`config.mk`:
```
export PLATFORM = sky130hd
export DESIGN_NAME = upc_pin_control
export DESIGN_NICKNAME = d
export VERILOG_FILES = /design/src/upc_pkg.sv /design/src/upc_sync_if.sv /design/src/upc_pin_control.sv /design/src/upc_sync.sv
export SDC_FILE = /design/constraint.sdc
export NUM_CORES = 1
export LEC_CHECK = 0
export BUFFER_PORTS_ARGS = -buffer_cell sky130_fd_sc_hd__buf_2
export CAP_MARGIN = 20
export CORE_AREA = 2 2 85 87
export CTS_CLUSTER_SIZE = 10
export DETAILED_ROUTE_END_ITERATION = 12
export DIE_AREA = 0 0 87 89
export PLACE_DENSITY = 0.77
export SLEW_MARGIN = 20
export SYNTH_ARGS = -nofsm -noshare
export SYNTH_HDL_FRONTEND = slang
export SYNTH_SLANG_ARGS = --single-unit
```
`constraint.sdc`:
```
create_clock -name clk_i -period 2.4 [get_ports clk_i]
set_input_delay 0.12 -clock clk_i [delete_from_list [all_inputs] [get_ports clk_i]]
set_output_delay 0.12 -clock clk_i [all_outputs]
set_load 0.005 [all_outputs]
```
`src/upc_pkg.sv`:
```
package upc_pkg;
    // Register byte offsets
    localparam logic [7:0] REG_MODEM_CONTROL    = 8'h00;
    localparam logic [7:0] REG_ENHANCED_FEATURE = 8'h04;
    localparam logic [7:0] REG_INTERRUPT_ENABLE = 8'h08;
    localparam logic [7:0] REG_MODEM_STATUS     = 8'h0C;
    localparam logic [7:0] REG_IRQ_STATUS       = 8'h10;
    localparam logic [7:0] REG_IRQ_MASK         = 8'h14;
    localparam logic [7:0] REG_PIN_STATUS       = 8'h18;
    // Modem control fields
    localparam int MCR_DTR      = 0;
    localparam int MCR_RTS      = 1;
    localparam int MCR_OUT_EN   = 3;
    localparam int MCR_INFRARED = 6;
    // Enhanced feature fields
    localparam int EFR_AUTO_RTS = 6;
    localparam int EFR_AUTO_CTS = 7;
    // Interrupt enable fields
    localparam int IER_RTS      = 6;
    localparam int IER_CTS      = 7;
    // Modem status fields
    localparam int MSR_DCTS     = 0;
    localparam int MSR_DDSR     = 1;
    localparam int MSR_TERI     = 2;
    localparam int MSR_DCD      = 3;
    localparam int MSR_CTS      = 4;
    localparam int MSR_DSR      = 5;
    localparam int MSR_RI       = 6;
    localparam int MSR_CD       = 7;
    // Pin status fields
    localparam int PST_BUS_SEL  = 0;
    localparam int PST_RX_IDLE  = 1;
    localparam int PST_SAVE     = 2;
    // Reset values
    localparam logic [7:0] MCR_RESET = 8'h00;
    localparam logic [7:0] EFR_RESET = 8'h00;
    localparam logic [7:0] IER_RESET = 8'h00;
    localparam logic [3:0] IRQ_RESET = 4'h0;
    // Timing
    localparam int CLK_HZ           = 40_000_000;
    localparam int RESET_MIN_NS     = 40;
    localparam int RESET_MIN_CYCLES = (RESET_MIN_NS * (CLK_HZ / 1_000_000) + 999) / 1000;
    localparam int SYNC_STAGES      = 2;
endpackage

```
`src/upc_sync_if.sv`:
```
`timescale 1ns/1ps
interface upc_sync_if #(parameter int WIDTH = 8);
    logic [WIDTH-1:0] raw;
    logic [WIDTH-1:0] synced;
    modport src (output raw, input synced);
    modport dst (input raw, output synced);
endinterface
```
`src/upc_pin_control.sv`:
```
// Operation
// Idle receive level depends on infrared mode
// Host asserts request-to-send before auto flow
// Clear-to-send is input or auto gate
// Modem pins active low, usable as GPIO
// Power-save input blocks host bus access
// Strap selects strobe or direction bus
// Reset polarity follows bus strap
// Reset held at least minimum pulse width
// Reset drives transmit idle, ignores receive
// Interrupt pin style follows bus strap
// Infrared bit sets transmit idle level
// Reset and power-save pass synchronisers
// Bus strap sampled as static configuration
//
// Register access over Wishbone and the register offsets were left to the implementer.
`timescale 1ns/1ps
module upc_pin_control
    import upc_pkg::*;
(
    input  wire logic       clk_i,
    input  wire logic       rst_i,
    input  wire logic       wb_cyc_i,
    input  wire logic       wb_stb_i,
    input  wire logic       wb_we_i,
    input  wire logic [7:0] wb_adr_i,
    input  wire logic [3:0] wb_sel_i,
    input  wire logic [31:0] wb_dat_i,
    output logic [31:0]     wb_dat_o,
    output logic            wb_ack_o,
    output logic            wb_err_o,
    input  wire logic       bus_select_i,
    input  wire logic       ext_reset_i,
    input  wire logic       power_save_in_i,
    input  wire logic       rx_i,
    input  wire logic       tx_data_i,
    input  wire logic       tx_active_i,
    input  wire logic       rx_ready_i,
    output logic            rx_data_o,
    output logic            rx_idle_o,
    output logic            tx_o,
    output logic            rts_n_o,
    output logic            dtr_n_o,
    input  wire logic       cts_n_i,
    input  wire logic       dsr_n_i,
    input  wire logic       carrier_detect_in_n_i,
    input  wire logic       ring_indicator_in_n_i,
    output logic            tx_allowed_o,
    output logic            irq_o,
    output logic            int_pin_o,
    output logic            int_pin_oe_n_o
);
    localparam int NSYNC = 8;

    typedef enum logic [1:0] {
        UPC_RST_RUN   = 2'b00,
        UPC_RST_HOLD  = 2'b01,
        UPC_RST_STRAP = 2'b10
    } upc_rst_type;

    upc_sync_if #(.WIDTH(NSYNC)) sync_bus ();

    logic [7:0]  modem_control_reg;
    logic [7:0]  enhanced_feature_reg;
    logic [7:0]  interrupt_enable_reg;
    logic [3:0]  irq_status;
    logic [3:0]  irq_mask;
    logic [3:0]  prev_modem;
    logic        strobe_bus;
    logic        rx_s;
    logic        cts_s;
    logic        dsr_s;
    logic        cd_s;
    logic        ri_s;
    logic        save_s;
    logic        ext_rst_s;
    logic        strap_s;
    logic        dev_reset;
    logic [7:0]  hold_cnt;
    upc_rst_type rst_state;
    logic        wb_req;
    logic        wb_hit;
    logic [31:0] next_rdata;
    logic [3:0]  modem_now;
    logic [3:0]  modem_events;
    logic        wr_ok;

    function automatic logic [7:0] merge_byte(input logic [7:0] old,
                                              input logic [31:0] dat,
                                              input logic [3:0] sel);
        merge_byte = sel[0] ? dat[7:0] : old;
    endfunction

    // Strap, reset, power-save, modem and receive pins pass two flops
    assign sync_bus.raw = {bus_select_i, ext_reset_i, power_save_in_i,
                           ring_indicator_in_n_i, carrier_detect_in_n_i,
                           dsr_n_i, cts_n_i, rx_i};
    assign {strap_s, ext_rst_s, save_s, ri_s, cd_s, dsr_s, cts_s, rx_s} = sync_bus.synced;

    upc_sync #(.WIDTH(NSYNC)) u_sync (
        .clk_i (clk_i),
        .port  (sync_bus.dst)
    );

    // Strap latched once, after bus reset release
    always_ff @(posedge clk_i) begin
        if (rst_i) begin
            rst_state  <= UPC_RST_STRAP;
            strobe_bus <= 1'b1;
        end else begin
            case (rst_state)
                UPC_RST_STRAP: begin
                    strobe_bus <= strap_s;
                    rst_state  <= UPC_RST_RUN;
                end
                UPC_RST_RUN: begin
                    if (dev_reset) begin
                        rst_state <= UPC_RST_HOLD;
                    end
                end
                UPC_RST_HOLD: begin
                    if (!dev_reset) begin
                        rst_state <= UPC_RST_RUN;
                    end
                end
                default: rst_state <= UPC_RST_RUN;
            endcase
        end
    end

    // Pin reset polarity follows strap
    logic pin_active;
    assign pin_active = strobe_bus ? ext_rst_s : !ext_rst_s;

    // Pulse shorter than minimum is not honoured
    always_ff @(posedge clk_i) begin
        if (rst_i) begin
            hold_cnt <= 8'h00;
        end else if (!pin_active || rst_state == UPC_RST_STRAP) begin
            hold_cnt <= 8'h00;
        end else if (hold_cnt != 8'hFF) begin
            hold_cnt <= hold_cnt + 8'h01;
        end
    end

    assign dev_reset = rst_i || (pin_active && hold_cnt >= 8'(RESET_MIN_CYCLES - 1)
                                 && rst_state != UPC_RST_STRAP);

    // Bus access blocked in power-save
    assign wb_req = wb_cyc_i && wb_stb_i && !wb_ack_o && !wb_err_o;
    assign wb_hit = (wb_adr_i == REG_MODEM_CONTROL) || (wb_adr_i == REG_ENHANCED_FEATURE)
                 || (wb_adr_i == REG_INTERRUPT_ENABLE) || (wb_adr_i == REG_MODEM_STATUS)
                 || (wb_adr_i == REG_IRQ_STATUS) || (wb_adr_i == REG_IRQ_MASK)
                 || (wb_adr_i == REG_PIN_STATUS);
    assign wr_ok  = wb_req && wb_hit && wb_we_i && !save_s;

    always_ff @(posedge clk_i) begin
        if (rst_i) begin
            wb_ack_o <= 1'b0;
            wb_err_o <= 1'b0;
            wb_dat_o <= 32'h0000_0000;
        end else begin
            wb_ack_o <= wb_req && wb_hit;
            wb_err_o <= wb_req && !wb_hit;
            if (wb_req && wb_hit && !wb_we_i) begin
                wb_dat_o <= save_s ? 32'h0000_0000 : next_rdata;
            end
        end
    end

    always_comb begin
        next_rdata = 32'h0000_0000;
        case (wb_adr_i)
            REG_MODEM_CONTROL:    next_rdata[7:0] = modem_control_reg;
            REG_ENHANCED_FEATURE: next_rdata[7:0] = enhanced_feature_reg;
            REG_INTERRUPT_ENABLE: next_rdata[7:0] = interrupt_enable_reg;
            REG_MODEM_STATUS: begin
                next_rdata[MSR_CTS] = !cts_s;
                next_rdata[MSR_DSR] = !dsr_s;
                next_rdata[MSR_RI]  = !ri_s;
                next_rdata[MSR_CD]  = !cd_s;
                next_rdata[3:0]     = irq_status;
            end
            REG_IRQ_STATUS:       next_rdata[3:0] = irq_status;
            REG_IRQ_MASK:         next_rdata[3:0] = irq_mask;
            REG_PIN_STATUS: begin
                next_rdata[PST_BUS_SEL] = strobe_bus;
                next_rdata[PST_RX_IDLE] = rx_idle_o;
                next_rdata[PST_SAVE]    = save_s;
            end
            default:              next_rdata = 32'h0000_0000;
        endcase
    end

    // Control registers, cleared by device reset
    always_ff @(posedge clk_i) begin
        if (dev_reset) begin
            modem_control_reg    <= MCR_RESET;
            enhanced_feature_reg <= EFR_RESET;
            interrupt_enable_reg <= IER_RESET;
            irq_mask             <= IRQ_RESET;
        end else if (wr_ok) begin
            case (wb_adr_i)
                REG_MODEM_CONTROL:
                    modem_control_reg <= merge_byte(modem_control_reg, wb_dat_i, wb_sel_i);
                REG_ENHANCED_FEATURE:
                    enhanced_feature_reg <= merge_byte(enhanced_feature_reg, wb_dat_i, wb_sel_i);
                REG_INTERRUPT_ENABLE:
                    interrupt_enable_reg <= merge_byte(interrupt_enable_reg, wb_dat_i, wb_sel_i);
                REG_IRQ_MASK: begin
                    if (wb_sel_i[0]) begin
                        irq_mask <= wb_dat_i[3:0];
                    end
                end
                default: ;
            endcase
        end
    end

    // Modem input change events, set wins over clear
    assign modem_now    = {cd_s, ri_s, dsr_s, cts_s};
    assign modem_events = {prev_modem[3] ^ cd_s,
                           prev_modem[2] & !ri_s,
                           prev_modem[1] ^ dsr_s,
                           prev_modem[0] ^ cts_s};

    always_ff @(posedge clk_i) begin
        if (dev_reset) begin
            prev_modem <= 4'hF;
            irq_status <= IRQ_RESET;
        end else begin
            prev_modem <= modem_now;
            irq_status <= (irq_status & ~((wr_ok && wb_adr_i == REG_IRQ_STATUS
                                           && wb_sel_i[0]) ? wb_dat_i[3:0] : 4'h0))
                        | modem_events;
        end
    end

    // Interrupt output; with auto CTS on, CTS change also gated by enable bit
    logic [3:0] irq_gate;
    assign irq_gate = irq_status & irq_mask
                    & {3'b111, interrupt_enable_reg[IER_CTS] | !enhanced_feature_reg[EFR_AUTO_CTS]};

    always_ff @(posedge clk_i) begin
        if (dev_reset) begin
            irq_o <= 1'b0;
        end else begin
            irq_o <= |irq_gate;
        end
    end

    // Interrupt pin style follows strap
    always_comb begin
        if (strobe_bus) begin
            int_pin_o      = irq_o;
            int_pin_oe_n_o = !modem_control_reg[MCR_OUT_EN];
        end else begin
            int_pin_o      = 1'b0;
            int_pin_oe_n_o = !irq_o;
        end
    end

    // Modem outputs active low
    always_ff @(posedge clk_i) begin
        if (dev_reset) begin
            dtr_n_o <= 1'b1;
            rts_n_o <= 1'b1;
        end else begin
            dtr_n_o <= !modem_control_reg[MCR_DTR];
            // Auto RTS relies on host asserting RTS first
            if (enhanced_feature_reg[EFR_AUTO_RTS] && modem_control_reg[MCR_RTS]) begin
                rts_n_o <= !rx_ready_i;
            end else begin
                rts_n_o <= !modem_control_reg[MCR_RTS];
            end
        end
    end

    // CTS gate for auto flow control
    always_ff @(posedge clk_i) begin
        if (dev_reset) begin
            tx_allowed_o <= 1'b0;
        end else begin
            tx_allowed_o <= enhanced_feature_reg[EFR_AUTO_CTS] ? !cts_s : 1'b1;
        end
    end

    // Transmit idle level per infrared bit, high in reset
    always_ff @(posedge clk_i) begin
        if (dev_reset) begin
            tx_o <= 1'b1;
        end else if (tx_active_i) begin
            tx_o <= tx_data_i;
        end else begin
            tx_o <= !modem_control_reg[MCR_INFRARED];
        end
    end

    // Receive ignored in reset; idle level per mode
    always_ff @(posedge clk_i) begin
        if (dev_reset) begin
            rx_data_o <= 1'b1;
            rx_idle_o <= 1'b1;
        end else begin
            rx_data_o <= modem_control_reg[MCR_INFRARED] ? !rx_s : rx_s;
            rx_idle_o <= (rx_s == !modem_control_reg[MCR_INFRARED]);
        end
    end

    a_tx_reset_high: assert property (@(posedge clk_i)
        $past(dev_reset) && !rst_i |-> tx_o == 1'b1)
        else $error("tx not high after reset");

    a_rx_reset_held: assert property (@(posedge clk_i)
        $past(dev_reset) |-> rx_data_o == 1'b1 && rx_idle_o == 1'b1)
        else $error("rx not held in reset");

    a_tx_idle_level: assert property (@(posedge clk_i) disable iff (dev_reset)
        !$past(tx_active_i) && !$past(dev_reset) |-> tx_o == !$past(modem_control_reg[MCR_INFRARED]))
        else $error("tx idle level wrong");

    a_rx_idle_flag: assert property (@(posedge clk_i) disable iff (dev_reset)
        !$past(dev_reset) |-> rx_idle_o == ($past(rx_s) != $past(modem_control_reg[MCR_INFRARED])))
        else $error("rx idle flag wrong");

    a_save_blocks_write: assert property (@(posedge clk_i) disable iff (dev_reset)
        save_s && wb_req && wb_we_i && wb_adr_i == REG_MODEM_CONTROL
        |=> $stable(modem_control_reg))
        else $error("write taken in power save");

    a_int_pin_style: assert property (@(posedge clk_i) disable iff (rst_i)
        !strobe_bus |-> int_pin_o == 1'b0 && int_pin_oe_n_o == !irq_o)
        else $error("open drain interrupt wrong");

    a_cts_gate: assert property (@(posedge clk_i) disable iff (dev_reset)
        enhanced_feature_reg[EFR_AUTO_CTS] && $stable(enhanced_feature_reg) ##1 $stable(cts_s)
        |-> tx_allowed_o == !cts_s)
        else $error("cts gate wrong");

    a_dtr_follows: assert property (@(posedge clk_i) disable iff (dev_reset)
        !$past(dev_reset) |-> dtr_n_o == !$past(modem_control_reg[MCR_DTR]))
        else $error("dtr level wrong");

    a_reset_pulse: assert property (@(posedge clk_i) disable iff (rst_i)
        rst_state == UPC_RST_RUN && pin_active [*2] |-> dev_reset)
        else $error("pin reset not honoured");
endmodule

```
`src/upc_sync.sv`:
```
`timescale 1ns/1ps
module upc_sync
    import upc_pkg::*;
#(
    parameter int WIDTH = 8
) (
    input  wire logic clk_i,
    upc_sync_if.dst   port
);
    logic [WIDTH-1:0] stage1;
    logic [WIDTH-1:0] stage2;

    // First stage read only by second stage
    always_ff @(posedge clk_i) begin
        stage1 <= port.raw;
        stage2 <= stage1;
    end

    assign port.synced = stage2;
endmodule

```
==> run_results.csv, run 1 <==
group,metric,value,unit
clock_tree,insertion_delay,350,ps
worst_setup_path,crit_path_max_incr_delay,550,ps
synth,async_reset_ff_share,0,%
clock_tree,root_buffer,"clkbuf_8",
clock_tree,cts-resized-gates,0,
clock_tree,cts.htree.levels,3,
final_layout,finalNonFillerCells,491,
final_layout,fillCellCount,586,
power,p_sw_share,23.8,%
route,antenna_left,0,
floorplan,die_h,89,µm
power,power_density,628,nW/µm²
worst_setup_path,r2r_setup_slack,260,ps
worst_setup_path,cp_max_fo,8,
hold_path,hp-start,"wb_dat_i[7]",
clock_tree,postCtsSetupRepairBufs,0,
clock_tree,clkSlewWorstSetupHoldPaths,70,ps
clock_tree,cts.path.max_buffers,2,
synth,synth_top_area_share,47.2,%
power,sequentialPowerShare,56.0,%
synth,synth-seq-cells,79,
route,vias_per_cell,5.08,
power,switching_power,581,µW
floorplan,dieArea,7740,µm²
timing,fin_crit,2140,ps
floorplan,io_pins,103,
timing,finalClockSkew,5.21,ps
timing,tightest_slew,1080,ps
route,drt-initial-drc-count,167,
final_layout,syn2layout_area_growth,15.9,%
floorplan,die_width,87,µm
timing,post-route-period-util,89.2,%
global_routing,grt_max_degree,35,
synth,synth.area.top_cells,"dfxtp_1, mux2i_1, buf_4, nor2_1, mux4_2",
timing,finalHoldViolations,0,
global_routing,antenna_found_initial,0,
final_layout,fin_nets,469,
outcome,outcome,"finished, final reports clean",
floorplan,start_util,49.9,%
run,max_cap_viol_count,0,
synth,ys_seq_area_share,47.2,%
final_layout,antenna_cells,0,
place,dp_cells,465,
worst_setup_path,critPathArrivalTime,2380,ps
clock_tree,ctsHoldBuffers,10,
timing,whs,38.9,ps
timing,timing.slew.headroom,28.1,%
synth,syn_inst,343,
route,post_drt_wl_per_cell,13.7,µm
final_layout,stdcell_area,3880,µm²
final_layout,drive_above_1_share,19.7,%
floorplan,num_rows,30,
timing,drv_slew,0,
timing,fin_setup_tns,0,ps
route,first_pass_iters,4,
power,power_frac_comb,7.9,%
synth,synth.distinct_cells,46,
synth,yosysMostFrequentCell,"dfxtp_1",
route,post-route-drc-count,0,
clock_tree,cts_sinks,79,
place,portBuffers,51,
synth,synth.avg_cell_area,9.77,µm²
synth,netlist_area,3350,µm²
worst_setup_path,endpoint_kind,"register",
route,wl,6.75,mm
timing,timing.fmax,0.467,GHz
timing,setup_violations,0,
worst_setup_path,crit_start,"hold_cnt[1]",
worst_setup_path,start_kind,"register",
worst_setup_path,r2r-start,"hold_cnt[1]",
global_routing,grt_overflow_total,0,
clock_tree,cts_tree,"built",
route,via_count,2494,
place,placedInstanceArea,3610,µm²
worst_setup_path,slowest_stage,"dlygate4sd3_1",
floorplan,floorplan.core_area,6720,µm²
final_layout,finalCoreUtilization,57.8,%
clock_tree,numCtsBuffers,9,
synth,synth_flop_cell,"dfxtp_1",
timing,rsz0062_at_grt,"false",
global_routing,first_global_vias,2340,
synth,yosys.area.top_type,"dfxtp_1",
worst_setup_path,worstPathRequired,2640,ps
power,cellLeakagePower,0.00175,µW
global_routing,grtUsageTotal,18.7,%
place,gp_congestion,0.796,
synth,yosys_warnings,0,
power,peakVddDrop,0.410,mV
place,post-dp-hpwl,4.81,mm
hold_path,min_path_type,"input pin to register",
synth,synth_edf_count,0,
worst_setup_path,worstPathCellList,"inv_1 -> ha_1 -> nor4b_1 -> nand2_1 -> a21oi_1 -> buf_4 -> o211ai_1 -> dlygate4sd3_1",
power,clockPowerShare,36.1,%
global_routing,grt_pass1_wl,11.0,mm
power,p_int,1860,µW
worst_setup_path,crit_type,"register to register",
synth,synth_common_cells,"dfxtp_1, nor2_1, mux2i_1",
## power by group through the flow
stage / logic (µW) / registers [µW] / clock network, µW
finish: 192 / 1370 / 882
CTS: 191 / 1360 / 912
global placement: 175 / 1390 / 0
global route: 216 / 1370 / 964
detailed placement: 178 / 1400 / 0
floorplan: 141 / 1390 / 0
## layout make-up
cell class	count	area, µm²	share of cell area (%)
well taps	80	100	2.58
multi-input cells	237	1570	40.5
clock inverters	3	17.5	0.451
inverters	10	37.5	0.966
clock buffers	13	159	4.09
repair buffers	69	415	10.7
flip-flops and latches	79	1580	40.7
## kinds of logic after synthesis
family	count (synthesis)	share of synthesized area, %
compound gates	42	7.84
other cells	1	0.112
flops	79	47.2
xor+xnor	8	2.09
mux	41	14.1
simple gates	119	19.1
fa+ha+maj	3	1.12
buf+inv	50	8.44
## worst max-delay path, delay by kind of cell, from the launching register on
| family | cells | cell delay (ps) |
|---|---|---|
| buffers and inverters | 3 | 820 |
| DFF | 1 | 390 |
| and+or+nand+nor | 2 | 350 |
| AOI/OAI and AO/OA | 2 | 280 |
| adders and majority gates | 1 | 190 |
## layout by cell type (no fill, tap or decap), types with 4 or more instances in the layout
cell,count
mux2i_1,36
nor4_1,4
conb_1,24
nand3b_1,5
dlygate4sd3_1,10
nor3_1,7
a21oi_1,14
inv_1,9
nand4_1,5
o211ai_1,4
buf_4,8
nor2_1,40
nand2_1,20
mux4_2,5
clkbuf_8,11
nand3_1,11
o21ai_0,10
nand4b_1,6
buf_2,51
xnor2_1,5
dfxtp_1,79
## path summary, 6_finish.rpt
check                           to  cells past startpoint
max                           tx_o                      8
min           modem_control_reg[7]                      3
min reg2reg  u_sync.port.synced[4]                      0
max reg2reg                   tx_o                      8
## metrics by stage
stage | setup WS, ps | total power (µW)
6_report | 258 | 2440
5_1_grt | 58.7 | 2550
4_1_cts | 227 | 2470
3_5_place_dp | 363 | 1570
3_3_place_gp | 403 | 1570
2_1_floorplan | 705 | 1530
## routing by layer
layer  global-route usage (%)  part of all wire [%]
met2                     31.0                    48
met4                     6.39                   1.3
met1                     23.1                    46
met5                        0                     0
met3                     5.82                   4.6
Note: power is estimated with default switching activity, not from simulation.
==> run 2: changes to the inputs <==
Settings changed: GPL_TIMING_DRIVEN from default to 0, MAX_ROUTING_LAYER from default to met4.
Clock period 2.4 ns to 2.13 ns, I/O delays scaled along.
==> run 2 against run 1 <==
Die area stayed put. Via count is 7.5% higher. Worst hold slack worse by 7.7 ps. Wire length is 5.6% higher. Clock power is 19% higher. Count of clock-buffer cells in the layout is 4 lower. Power is 17% higher. Critical endpoint is now irq_o. Register-to-register slack hardly changed. Sequential power is 12% higher. Flip-flop and latch count stayed put. Maximum frequency is 15% higher.
==> run_results.csv, run 2 (same netlist as run 1, synthesis figures left out) <==
group,metric,value,unit
place,post-dp-hpwl,5.28,mm
global_routing,met1_usage,24.0,%
clock_tree,root_buffer,"clkbuf_8",
final_layout,final_cell_mix,"dfxtp_1, buf_2, nor2_1",
worst_setup_path,critPathArrivalTime,2140,ps
timing,fin_crit,1870,ps
route,post_drt_wl_per_cell,13.6,µm
clock_tree,cts.htree.levels,3,
timing,worst_slack,260,ps
worst_setup_path,endpoint_kind,"register",
place,post-place-ws,28.7,ps
route,antenna_left,0,
global_routing,top_usage_layer,"met2",
timing,timing.fmax,0.535,GHz
route,vias_per_cell,5.12,
final_layout,drive_above_1_share,23.9,%
clock_tree,cts_tree,"built",
worst_setup_path,start_kind,"register",
floorplan,start_util,49.9,%
floorplan,io_pins,103,
final_layout,finalCoreUtilization,61.1,%
timing,finalHoldViolations,0,
clock_tree,cts_sinks,79,
clock_tree,numCtsBuffers,9,
floorplan,num_rows,30,
global_routing,use_met2,33.5,%
run,max_cap_viol_count,0,
clock_tree,insertion_delay,340,ps
place,placedInstanceArea,3790,µm²
final_layout,fin_nets,503,
final_layout,stdcell_area,4100,µm²
clock_tree,cts.path.max_buffers,2,
hold_path,min_path_type,"input pin to register",
worst_setup_path,crit_type,"register to register",
timing,fin_setup_tns,0,ps
floorplan,floorplan.core_area,6720,µm²
power,peakVddDrop,0.573,mV
global_routing,first_global_vias,2494,
floorplan,die_width,87,µm
place,portBuffers,50,
place,gp_congestion,0.891,
route,drt-initial-drc-count,225,
timing,finalClockSkew,7.62,ps
global_routing,grtUsageTotal,19.9,%
global_routing,use_met3,4.89,%
route,post-route-drc-count,0,
global_routing,antenna_found_initial,0,
route,wl,7.13,mm
timing,rsz0062_at_grt,"true",
final_layout,fillCellCount,595,
global_routing,grt_pass1_wl,11.6,mm
outcome,outcome,"finished, final reports clean",
timing,timing.slew.headroom,49.1,%
floorplan,dieArea,7740,µm²
timing,post-route-period-util,87.8,%
power,power_density,694,nW/µm²
clock_tree,clkSlewWorstSetupHoldPaths,80,ps
global_routing,grt_max_degree,14,
floorplan,die_h,89,µm
timing,setup_violations,0,
route,first_pass_iters,4,
power,cellLeakagePower,0.00189,µW
worst_setup_path,worstPathRequired,2400,ps
final_layout,antenna_cells,0,
timing,tightest_slew,753,ps
final_layout,syn2layout_area_growth,22.4,%
worst_setup_path,cp_max_fo,10,
final_layout,layout_commonest_cell,"dfxtp_1",
route,via_count,2682,
global_routing,grt_overflow_total,0,
timing,drv_slew,0,
-- run 2: cell types whose count changed in the layout (fill, tap and decap cells not counted), moves of 2 or more --
cell / delta
clkbuf_8: -2
clkbuf_1: +8
buf_2: +3
buf_4: +20
-- run 2: routing by layer --
layer	part of all wire, %	vias to the layer above
met3	6.9	11
met4	1.0	0
met5	0	-
met2	48	90
met1	44	1228
li1	-	1353
-- run 2: stage by stage --
stage	std cells	hold slack (ps)	total power, µW
final	524	31.1	2850
after global routing	524	31.9	2970
after CTS	521	20.3	2870
after detailed placement	496	210	1810
after global placement	496	209	1810
after floorplan	366	134	1730
-- run 2: worst max-delay path, cell delays in order, from the launching register on --
cell and delay [ps]:
dfxtp_1 380, inv_1 80, ha_1 180, nor4b_1 250, nand2_1 160, a21o_1 220, clkbuf_1 160, buf_2 230
a21oi_1 140
-- run 2: area by class of cell --
type | instances | area, µm² | area share [%]
inverters | 10 | 37.5 | 0.915
flip-flops and latches | 79 | 1580 | 38.5
repair buffers | 63 | 373 | 9.09
well taps | 80 | 100 | 2.44
plain buffers | 40 | 249 | 6.07
clock buffers | 9 | 124 | 3.02
multi-input cells | 237 | 1580 | 38.4
clock inverters | 6 | 61.3 | 1.49
-- run 2: path summary, 6_finish.rpt --
path                     from                      end  slack (ps)  cells past startpoint
max               hold_cnt[1]                    irq_o         260                      8
min               wb_dat_i[4]  interrupt_enable_reg[4]          30                      3
max reg2reg       hold_cnt[1]                    irq_o         260                      8
min reg2reg  u_sync.stage1[3]    u_sync.port.synced[3]         330                      0
-- run 2: power breakdown --
| part | internal (µW) | leakage, µW | total, µW | switching, µW |
|---|---|---|---|---|
| Combinational | 126 | 0.00115 | 261 | 135 |
| Sequential | 1510 | 0.000647 | 1540 | 24.7 |
| Clock | 532 | 0.0000953 | 1050 | 516 |
-- run 2: what timing repair did --
action                                 4_1_cts  5_1_grt
buffers inserted                             0        3
endpoints found under the hold margin        9        0
hold buffers                                10        0
resized for setup                            0       10
setup endpoints to repair                    0       36
